### config.mk
export PLATFORM = sky130hd
export DESIGN_NAME = rcf_top
export DESIGN_NICKNAME = d
export VERILOG_FILES = /design/src/rcf_flag_cell.v /design/src/rcf_top.v
export VERILOG_INCLUDE_DIRS = /design/src /design/src/src
export SDC_FILE = /design/constraint.sdc
export NUM_CORES = 1
export LEC_CHECK = 0
export BUFFER_PORTS_ARGS = -buffer_cell sky130_fd_sc_hd__buf_2
export CORE_MARGIN = 2
export CORE_UTILIZATION = 45
export CTS_CLUSTER_DIAMETER = 30
export DETAILED_ROUTE_END_ITERATION = 8
export PLACE_DENSITY = 0.8
export RECOVER_POWER = 50
export SYNTH_ARGS = -nofsm -noshare
export SYNTH_HDL_FRONTEND = slang
export SYNTH_HIERARCHICAL = 1
export SYNTH_SLANG_ARGS = --single-unit
### constraint.sdc
create_clock -name pclk -period 1.72 [get_ports pclk]
set_input_delay 0.258 -clock pclk [delete_from_list [all_inputs] [get_ports pclk]]
set_output_delay 0.258 -clock pclk [all_outputs]
set_load 0.005 [all_outputs]
### src/rcf_defs.vh
// Register map, field positions and reset values of the reset cause block
`ifndef RCF_DEFS_VH
`define RCF_DEFS_VH

// Register byte offsets on the APB word bus
`define RCF_OFS_CAUSE 12'h000
`define RCF_OFS_ISTAT 12'h004
`define RCF_OFS_IMASK 12'h008
`define RCF_OFS_BOOT 12'h00c

// Width of the flag field inside each register
`define RCF_NFLAG 6

// Bit positions of the reset cause flags
`define RCF_BIT_POR 0
`define RCF_BIT_BOD 1
`define RCF_BIT_EXT 2
`define RCF_BIT_WDT 3
`define RCF_BIT_SW 4
`define RCF_BIT_DBG 5

// Bit position of the boot pending flag in the boot register
`define RCF_BIT_PEND 0

// Reset values (power-on leaves only the power-on flag set)
`define RCF_RST_CAUSE 6'h01
`define RCF_RST_ISTAT 6'h01
`define RCF_RST_IMASK 6'h00
`define RCF_RST_PEND 1'b1

`endif

### src/rcf_flag_cell.v
// One sticky flag bit with force, set and clear inputs
`timescale 1ns/1ps

module rcf_flag_cell
#(
   parameter [0:0] RST_VAL = 1'b0
)
(
   // Clock and reset
   input wire pclk,
   input wire presetn,
   // Control
   input wire force_in,
   input wire force_val,
   input wire set_in,
   input wire clr_in,
   // Flag state
   output reg flag_q
);

   // Next value of the flag
   reg flag_d;

   // Force beats set, set beats clear so no event is lost
   always @*
   begin
      flag_d = flag_q;
      if (force_in)
      begin
         // Power-on style forcing to a fixed value
         flag_d = force_val;
      end
      else if (set_in)
      begin
         // Event arriving in the clearing cycle still wins
         flag_d = 1'b1;
      end
      else if (clr_in)
      begin
         // Software clear
         flag_d = 1'b0;
      end
   end

   // Flag storage
   always @(posedge pclk or negedge presetn)
   begin
      if (!presetn)
      begin
         flag_q <= RST_VAL;
      end
      else
      begin
         flag_q <= flag_d;
      end
   end

endmodule // rcf_flag_cell

### src/rcf_top.v
// Reset cause flag register with APB access and event interrupt
`timescale 1ns/1ps
`include "rcf_defs.vh"

module rcf_top
(
   // APB clock and reset (presetn acts as the power-on reset)
   input wire pclk,
   input wire presetn,
   // APB slave request
   input wire psel,
   input wire penable,
   input wire pwrite,
   input wire [11:0] paddr,
   input wire [31:0] pwdata,
   // APB slave answer
   output reg [31:0] prdata,
   output reg pready,
   output reg pslverr,
   // Reset request pulses from the reset controller
   // (each high cycle counts as one request)
   input wire por_evt,
   input wire bod_evt,
   input wire ext_evt,
   input wire wdt_evt,
   input wire sw_evt,
   input wire dbg_evt,
   // Boot sequence finished
   input wire boot_done,
   // Block state
   output reg [5:0] reset_cause_q,
   output reg boot_pending_q,
   output reg irq_q
);

   // Reset values as vectors, so each flag cell takes its own bit
   localparam [`RCF_NFLAG-1:0] CAUSE_RST = `RCF_RST_CAUSE;
   localparam [`RCF_NFLAG-1:0] ISTAT_RST = `RCF_RST_ISTAT;

   // Flag storage of the cause register
   wire [`RCF_NFLAG-1:0] cause_flag;
   // Flag storage of the interrupt status register
   wire [`RCF_NFLAG-1:0] istat_flag;
   // Interrupt mask register
   reg [`RCF_NFLAG-1:0] imask_q;
   // Boot pending flag that blocks cause setting
   reg pend_q;
   // Reset request pulses as one vector
   wire [`RCF_NFLAG-1:0] evt;
   // Cause sets after gating by the boot pending flag
   wire [`RCF_NFLAG-1:0] cause_set;
   // Read data selected by address
   reg [31:0] rd_data;
   // Write-one clear strobes of the cause flags
   wire [`RCF_NFLAG-1:0] cause_clr;
   // Read clear strobes, only for bits the answer carried
   wire [`RCF_NFLAG-1:0] istat_clr;
   // Interrupt request before its output flop
   wire irq_d;

   // Access phase of an APB transfer
   wire acc;
   // Transfer completes at this edge
   wire xfer_done;
   // Completing write
   wire wr_done;
   // Completing read
   wire rd_done;
   // Address decode, one strobe per register word
   // Cause register at the base of the block
   wire hit_cause;
   // Interrupt status, cleared by reading it
   wire hit_istat;
   // Interrupt mask
   wire hit_imask;
   // Boot status, read only
   wire hit_boot;
   // Any mapped word; other words answer with an error
   wire hit_any;
   // Other cause flags may be set
   wire allow_set;

   // Gather the request pulses at their flag positions
   // The same position is the flag's bit in every register
   assign evt[`RCF_BIT_POR] = por_evt;
   assign evt[`RCF_BIT_BOD] = bod_evt;
   assign evt[`RCF_BIT_EXT] = ext_evt;
   assign evt[`RCF_BIT_WDT] = wdt_evt;
   assign evt[`RCF_BIT_SW] = sw_evt;
   assign evt[`RCF_BIT_DBG] = dbg_evt;

   // APB phase tracking; pready is a flop so every access waits once
   // Writes and read clears act only at the edge that ends the access
   assign acc = psel & penable;
   assign xfer_done = acc & pready;
   assign wr_done = xfer_done & pwrite;
   assign rd_done = xfer_done & ~pwrite;

   // Register decode on word addresses
   // Exact match, so aliases of a word answer with an error
   assign hit_cause = (paddr == `RCF_OFS_CAUSE);
   assign hit_istat = (paddr == `RCF_OFS_ISTAT);
   assign hit_imask = (paddr == `RCF_OFS_IMASK);
   assign hit_boot = (paddr == `RCF_OFS_BOOT);
   assign hit_any = hit_cause | hit_istat | hit_imask | hit_boot;

   // Sets of other flags are held off while boot is pending; a power-on
   // in the same cycle blocks them too, so the forced value stays clean
   assign allow_set = ~pend_q & ~por_evt;

   // Power-on flag is set by its own event, never gated
   assign cause_set[`RCF_BIT_POR] = evt[`RCF_BIT_POR];

   // Remaining flags only set once boot has finished
   // A held-off event is dropped, not kept until boot ends
   assign cause_set[`RCF_NFLAG-1:1] =
      evt[`RCF_NFLAG-1:1] & {(`RCF_NFLAG-1){allow_set}};

   // Write-one clear; bits written as zero keep their flag
   assign cause_clr = {`RCF_NFLAG{wr_done & hit_cause}} &
      pwdata[`RCF_NFLAG-1:0];

   // Read clear drops only the bits that the answer carried; a flag
   // raised after the answer was prepared waits for the next read
   assign istat_clr = {`RCF_NFLAG{rd_done & hit_istat}} &
      prdata[`RCF_NFLAG-1:0];

   // Level request while any unmasked status bit is set
   assign irq_d = |(istat_flag & imask_q);

   // One cause flag and one interrupt status flag per reset source
   // Flag index, also the bit position in each register
   genvar gi;
   generate
      for (gi = 0; gi < `RCF_NFLAG; gi = gi + 1)
      begin : g_flag
         // Cause flag: power-on forces, event sets, write-one clears
         rcf_flag_cell
         #(
            .RST_VAL(CAUSE_RST[gi])
         )
         u_cause
         (
            .pclk(pclk),
            .presetn(presetn),
            .force_in(por_evt),
            .force_val(gi == `RCF_BIT_POR),
            .set_in(cause_set[gi]),
            .clr_in(cause_clr[gi]),
            .flag_q(cause_flag[gi])
         );

         // Interrupt status: any source event sets, a read clears;
         // events held off from the cause flags still show here
         rcf_flag_cell
         #(
            .RST_VAL(ISTAT_RST[gi])
         )
         u_istat
         (
            .pclk(pclk),
            .presetn(presetn),
            .force_in(1'b0),
            .force_val(1'b0),
            .set_in(evt[gi]),
            .clr_in(istat_clr[gi]),
            .flag_q(istat_flag[gi])
         );
      end
   endgenerate

   // Boot pending: armed by power-on, released by boot completion
   // boot_done during a power-on leaves it armed
   always @(posedge pclk or negedge presetn)
   begin
      if (!presetn)
      begin
         // Power-on reset starts a boot
         // and holds off the other cause flags
         pend_q <= `RCF_RST_PEND;
      end
      else if (por_evt)
      begin
         // A new power-on restarts the boot window
         pend_q <= 1'b1;
      end
      else if (boot_done)
      begin
         // Boot finished, other flags may now be set
         pend_q <= 1'b0;
      end
   end

   // Interrupt mask register, plain read/write
   always @(posedge pclk or negedge presetn)
   begin
      if (!presetn)
      begin
         // Every interrupt masked after reset
         imask_q <= `RCF_RST_IMASK;
      end
      else if (wr_done & hit_imask)
      begin
         // Only the flag field is stored
         imask_q <= pwdata[`RCF_NFLAG-1:0];
      end
   end

   // Read data selection; unused upper bits read zero
   always @*
   begin
      rd_data = 32'h0000_0000;
      case (1'b1)
         hit_cause:
         begin
            // Bits 7:6 and above stay zero
            rd_data[`RCF_NFLAG-1:0] = cause_flag;
         end
         hit_istat:
         begin
            // Status flags as they stand now
            rd_data[`RCF_NFLAG-1:0] = istat_flag;
         end
         hit_imask:
         begin
            // Mask as last written
            rd_data[`RCF_NFLAG-1:0] = imask_q;
         end
         hit_boot:
         begin
            // Only the pending bit is defined
            rd_data[`RCF_BIT_PEND] = pend_q;
         end
         default:
         begin
            // Unmapped address reads zero
            // and the answer carries an error
            rd_data = 32'h0000_0000;
         end
      endcase
   end

   // APB answer: one wait cycle, then pready with data and error
   always @(posedge pclk or negedge presetn)
   begin
      if (!presetn)
      begin
         pready <= 1'b0;
         pslverr <= 1'b0;
         prdata <= 32'h0000_0000;
      end
      else if (acc & ~pready)
      begin
         // Answer on the edge after the first access cycle
         // A write answers with zero data
         pready <= 1'b1;
         pslverr <= ~hit_any;
         prdata <= pwrite ? 32'h0000_0000 : rd_data;
      end
      else
      begin
         // Drop the answer after its completing edge
         // Outputs idle at zero between transfers
         pready <= 1'b0;
         pslverr <= 1'b0;
         prdata <= 32'h0000_0000;
      end
   end

   // Mirror of block state onto flopped outputs
   // These lag the flags by one cycle; the bus reads the flags
   always @(posedge pclk or negedge presetn)
   begin
      if (!presetn)
      begin
         // Same values as the internal reset state
         reset_cause_q <= `RCF_RST_CAUSE;
         boot_pending_q <= `RCF_RST_PEND;
         irq_q <= 1'b0;
      end
      else
      begin
         // One cycle copy of the internal state
         reset_cause_q <= cause_flag;
         boot_pending_q <= pend_q;
         // Level interrupt from its next value
         irq_q <= irq_d;
      end
   end

endmodule // rcf_top
==> run metrics, run 1 <==
status complete, no violations; PD cells roughly 800 nW/µm²; Reg power frac 0.513; synth warn 6; multiplexer share of the synthesized area 0.0760; EDFF count, synth 0; CP Launch Type input pin; Int Power 1.32 mW; Synth Area in Simple Gates 0.264; worst path cell trace buf_2 > nor4_2 > nand3_2 > or4_1 > nor2_1; commonest non-fill, non-tap cell in the layout conb_1; die footprint between 4000 and 5000 µm²; Synth-to-Final Area Change 21.7%; Worst-Margin Slew ~0.84 ns; layout cell share with drive strength beyond 1 0.261; Clock Tree Root clkbuf_8; register area around 880 µm²; fraction of the mapped netlist area in adder cells 0; most frequent cells in the layout conb_1 (50), buf_2 (45), dfrtp_1 (30); Main synth FF type dfrtp_1; Hold Fails Final Rpt 0; clock power share 0.376; H-tree levels 2; vias in the first global route between 1000 and 1500; PortBufs 45; row cnt 23; Place WS -0.0533 ns; hold_buf cts 0; Final min period about 1.5 ns; first-pass iteration count of the detailed router 4; Die X approximately 68 µm; # clock sinks 35; initial core utilization 0.464; Worst Skew between 0.006 and 0.007 ns; master of the slowest instance on the critical path or4_1; complex-gate fraction of the synthesized area 0.0625; Mapped Area 1840 µm²; gr ovfl total 0; total CTS buffers 5; Peak Freq 687 MHz; Via-to-Cell Ratio ~4.4; Clock Latency Late Sink around 0.29 ns; fin crit share 0.847; Final Worst Setup Slack ~0.26 ns; Max IR drop VDD 0.572 mV; Critical Path Fanout Max 6; sequential area share after synthesis 0.479; CTS tree done; detailed placement HPWL 2700 µm; Avg Cell Area, Syn about 10 µm²; Gate power share 0.111; P_leak between 1 and 1.5 nW; post-cts sizing count 0; largest net degree at the start of global routing 36; area of the multi-input gates ~930 µm²; all-layer global routing usage 0.175; DRC Markers 0; RSZ-0062 raised after global routing false; nets@finish 312; #FFs+latches synth 35; gpl congestion between 0.7 and 0.8; final wirelength roughly 3600 µm; largest family of logic cells by synthesized area simple AND/OR/NAND/NOR gates; placed instance count 299; switching share of power 0.243; Vias 1346; Critical Path Sink Type register; DR WL/cell about 12 µm; Top Ports 98; post-synthesis xor/xnor area fraction 0; clock slew at reported path FFs approximately 0.07 ns; Worst Path Required 1.93 ns; Syn Inst Count between 150 and 200; Net Switching 0.424 mW; Distinct cells, synth 28; crit path DAT between 1.5 and 2 ns; first-pass GRT wire length around 5700 µm; relative slew slack 0.441; initial antenna violation count 0; Inserted Diodes 0; maxcap violations 0; antenna-violating nets left 0; fill count 375; maximum single-stage delay on the critical path between 0.6 and 0.7 ns; core area about 4000 µm²; Crit Path Class in2reg; fin cells slightly above 300; post-CTS setup repair buffer count 0; Slew Viols, Final 0; Final setup viols 0; initial DRC count between 50 and 60; Overall Power about 1.7 mW; Hold WC Path Type in2async; ys async rst share 1.00; clock buffer depth 2; die span in y ~68 µm
[final cells by class]
class                      count  area share
clock buffer                   8      0.0446
timing repair buffer          49       0.118
sequential                    35       0.393
multi-input combinational    164       0.414
tap                           50      0.0279
inverter                       1     0.00167
[cells in the mapped netlist (2+ instances only)]
| cell | number | area, µm² |
|---|---|---|
| a21oi_1 | 17 | 85.1 |
| a22oi_1 | 3 | 22.5 |
| and2_1 | 17 | 106 |
| buf_4 | 26 | 195 |
| clkbuf_1 | 2 | 7.51 |
| conb_1 | 2 | 7.51 |
| dfrtp_1 | 30 | 751 |
| dfstp_2 | 5 | 131 |
| mux2_1 | 6 | 67.6 |
| mux2i_1 | 5 | 50.1 |
| nand2b_1 | 12 | 75.1 |
| nand3_1 | 2 | 10.0 |
| nor2_1 | 25 | 93.8 |
| nor2b_1 | 14 | 87.6 |
| nor4_2 | 2 | 25.0 |
[logic make-up after synthesis]
family / count (synthesis)
and+or+nand+nor: 81
buffers and inverters: 30
muxes: 12
other: 2
AOI/OAI and AO/OA: 21
DFF: 35
[state kept, by name, summed over array words and instances (netlist names)]
| register | cells |
|---|---|
| reset_cause_q | 6 |
| g_flag.u_cause/flag_q | 6 |
| pend_q | 1 |
| pslverr | 1 |
| imask_q | 6 |
| g_flag.u_istat/flag_q | 6 |
| prdata | 6 |
| boot_pending_q | 1 |
| irq_q | 1 |
| pready | 1 |
[power groups by stage]
| stage | Clock (mW) | Sequential, mW | Combinational, mW |
|---|---|---|---|
| finish | 0.655 | 0.895 | 0.193 |
| global route | 0.716 | 0.899 | 0.225 |
| CTS | 0.672 | 0.897 | 0.195 |
| detailed placement | 0 | 0.912 | 0.195 |
| global placement | 0 | 0.910 | 0.190 |
| floorplan | 0 | 0.907 | 0.142 |
[layer usage]
| metal | GRT usage | vias to the layer above | share of wire |
|---|---|---|---|
| li1 | - | 667 | - |
| met1 | 0.204 | 624 | 0.42 |
| met2 | 0.300 | 49 | 0.49 |
| met3 | 0.0559 | 6 | 0.077 |
| met4 | 0.0650 | 0 | 0.015 |
| met5 | 0 | - | 0 |
[critical path, delay by kind of cell]
kind	cells	cell delay [ns]
AND/OR/NAND/NOR	4	1.30
buffers and inverters	1	0.10
[metrics by stage]
step           hold WS, ns  TNS [ns]  cell area [µm²]  utilization
6_report             0.146         0             2240        0.565
5_1_grt              0.200         0             2240        0.565
4_1_cts            0.00365         0             2250        0.566
3_5_place_dp         0.318    -0.190             2150        0.540
3_3_place_gp         0.315   -0.0271             2150        0.540
2_1_floorplan      -0.0376         0             2020            -
[path summary, 6_finish.rpt]
| path | start | to | slack (ns) | depth (start not counted) |
|---|---|---|---|---|
| min in group pclk | pwdata[3] | imask_q[3] | 0.20 | 2 |
| worst max register to register | pready | g_flag[1].u_cause/flag_q | 0.33 | 5 |
| worst min register to register | g_flag[0].u_cause/flag_q | reset_cause_q[0] | 0.39 | 0 |
| worst min-delay path | presetn | prdata[0] | 0.15 | 2 |
| max in group asynchronous | presetn | prdata[2] | 1.05 | 2 |
| worst max-delay path | paddr[1] | prdata[5] | 0.26 | 5 |
Note: power is estimated with default switching activity, not from simulation.
==> inputs of run 2 (changes only) <==
- ABC_AREA: unset -> 1
- CORE_UTILIZATION: 45 -> 42
- PLACE_DENSITY: 0.8 -> 0.76
- clock period: 1.72 -> 1.25 ns (I/O delays scaled with it)
==> run 2 against run 1 <==
  * The run now ends with negative setup slack left
  * Register-to-register slack worse by 0.33 ns
  * Via count is 31% higher
  * Sequential cell count stayed put
  * Highest routed layer unchanged
  * First-iteration DRC count is 44% higher
  * Critical path type is now reg2reg
  * Critical path depth is 2 higher
  * Power is 39% higher
  * Area after synthesis is 12% higher
  * Largest power group unchanged
  * Die area is 19% higher
==> run metrics, run 2 <==
initial core utilization 0.438; r2r worst-path depth 7; H-tree levels 2; CP top delay family flip-flops; met3 GRT Util 0.0339; Final Worst Setup Slack -0.00232 ns; CP Buf/Inv Count 3; failing checks negative setup slack; die footprint between 5000 and 6000 µm²; EDFF count, synth 0; Vias approximately 1800; Max IR drop VDD roughly 0.52 mV; GRT busiest layer met2; Critical Path Fanout Max 6; nets@finish 411; Crit path depth 7; clock slew at reported path FFs 0.07 ns; worst path cell trace buf_4 > nor2_4 > inv_1 > nor2_1 > buf_4 > o21ai_0 > a21oi_1; RSZ-0062 raised after global routing true; Worst Path Required between 1 and 1.5 ns; clock buffer depth 2; CTS tree done; top-count cell post-synth inv_1; post-layout util 0.563; Avg Cell Area, Syn just under 8 µm²; master of the slowest instance on the critical path dfrtp_1; Die X around 74 µm; Peak Freq 799 MHz; core area about 4700 µm²; Final setup viols 1; first-pass iteration count of the detailed router 4; Top Ports ~100; commonest non-fill, non-tap cell in the layout inv_1; DR WL/cell 10.8 µm; Syn Inst Count 262; Crit Path Class reg2reg; GRT met2 Usage 0.299; maximum single-stage delay on the critical path 0.39 ns; ys async rst share 1.00; Synth-to-Final Area Change 28.7%; Cells on Worst Hold Path 2; gpl congestion 0.898; PortBufs 45; status complete, but fails checks; #FFs+latches synth 35; commonest cells in the netlist inv_1 (53), nor2_1 (39), nand2_1 (34); antenna-violating nets left 0; P_leak ~1.4 nW; sequential area share after synthesis 0.427; Clock Tree Root clkbuf_8; most frequent cell on the critical path buf_4; Via-to-Cell Ratio ~4.2; all-layer global routing usage 0.180; Yosys top cell area share 0.363; Clock Latency Late Sink 0.29 ns; detailed placement HPWL between 3000 and 4000 µm; post-synth top area cell dfrtp_1; Overall Power between 2 and 2.5 mW; Hold WC Path Type in2reg; first-pass GRT wire length roughly 7300 µm; crit path DAT approximately 1.5 ns; gr ovfl total 0; Mapped Area between 2000 and 2500 µm²; maxcap violations 0; fin crit share 1.00; Distinct cells, synth 22; final wirelength roughly 4600 µm; Hold Fails Final Rpt 0; Area contributors post-synth dfrtp_1 (36%), buf_4 (9.8%), inv_1 (9.6%), nor2_1 (7.1%), dfstp_2 (6.4%); layout cell share with drive strength beyond 1 0.360; vias in the first global route roughly 1600; initial antenna violation count 0; DRC Markers 0; Worst Skew roughly 0.0071 ns; initial DRC count 85; most frequent cells in the layout inv_1 (52), conb_1 (50), buf_2 (45); # clock sinks 35; die span in y between 70 and 80 µm; synth warn 6; row cnt 25; Main synth FF type dfrtp_1; CP Launch Type register; Critical Path Sink Type register; Final min period 1.25 ns; grt met1 use 0.232; PD cells between 900 and 1000 nW/µm²; Slew Viols, Final 0; Inserted Diodes 0; largest net degree at the start of global routing 36; total CTS buffers 5
run 2: path summary, 6_finish.rpt:
| check | start | endpoint | slack [ns] |
|---|---|---|---|
| worst max-delay path | pready | prdata[4] | -0.002 |
| worst min-delay path | boot_done | pend_q | 0.05 |
| worst max register to register | pready | prdata[4] | -0.002 |
| worst min register to register | pend_q | boot_pending_q | 0.38 |
| max in group asynchronous | presetn | g_flag[0].u_istat/flag_q | 0.36 |
| min in group asynchronous | presetn | reset_cause_q[5] | 0.53 |
run 2: cell families after synthesis:
kind of cell,Yosys count,synth area share
DFF,35,0.427
AOI/OAI and AO/OA,38,0.133
and+or+nand+nor,105,0.234
other,2,0.00363
buffers and inverters,82,0.203
run 2: cell type report:
class	count	area (µm²)
Multi-Input combinational cell	193	996
Inverter	54	205
Tap cell	67	83.8
Timing Repair Buffer	66	402
Clock buffer	7	86.3
Sequential cell	35	882
Fill cell	439	2060
Clock inverter	1	5.00
run 2: repair_timing:
item                                    4_1_cts  5_1_grt
gates resized for setup                       3       18
pin swaps                                     2        2
setup buffers                                 1        0
endpoints found under the setup margin       11       24
endpoints found under the hold margin        30        0
hold buffers                                  1        0
run 2: stage by stage:
stage / TNS [ns] / cell area (µm²) / instances / worst slack [ns] / hold slack, ns
2_1_floorplan: 0 / 2250 / 310 / 0.118 / -0.108
3_3_place_gp: -0.940 / 2510 / 413 / -0.116 / 0.162
3_5_place_dp: -1.83 / 2510 / 413 / -0.155 / 0.163
4_1_cts: -0.0648 / 2630 / 423 / -0.0220 / 0.0427
5_1_grt: -0.768 / 2660 / 423 / -0.0735 / 0.0651
6_report: -0.00232 / 2660 / 423 / -0.00232 / 0.0527
run 2: metal layers:
metal / routed length [µm] / part of all wire
met5: 0 / 0
met1: 1970 / 0.43
met4: 63 / 0.014
met3: 308 / 0.068
met2: 2210 / 0.49
run 2: report_power, final:
group	leakage (nW)	total (mW)	switching, mW	internal, mW
combinational	0.902	0.334	0.202	0.133
clock	0.0482	0.851	0.406	0.445
sequential	0.423	1.23	0.0371	1.20
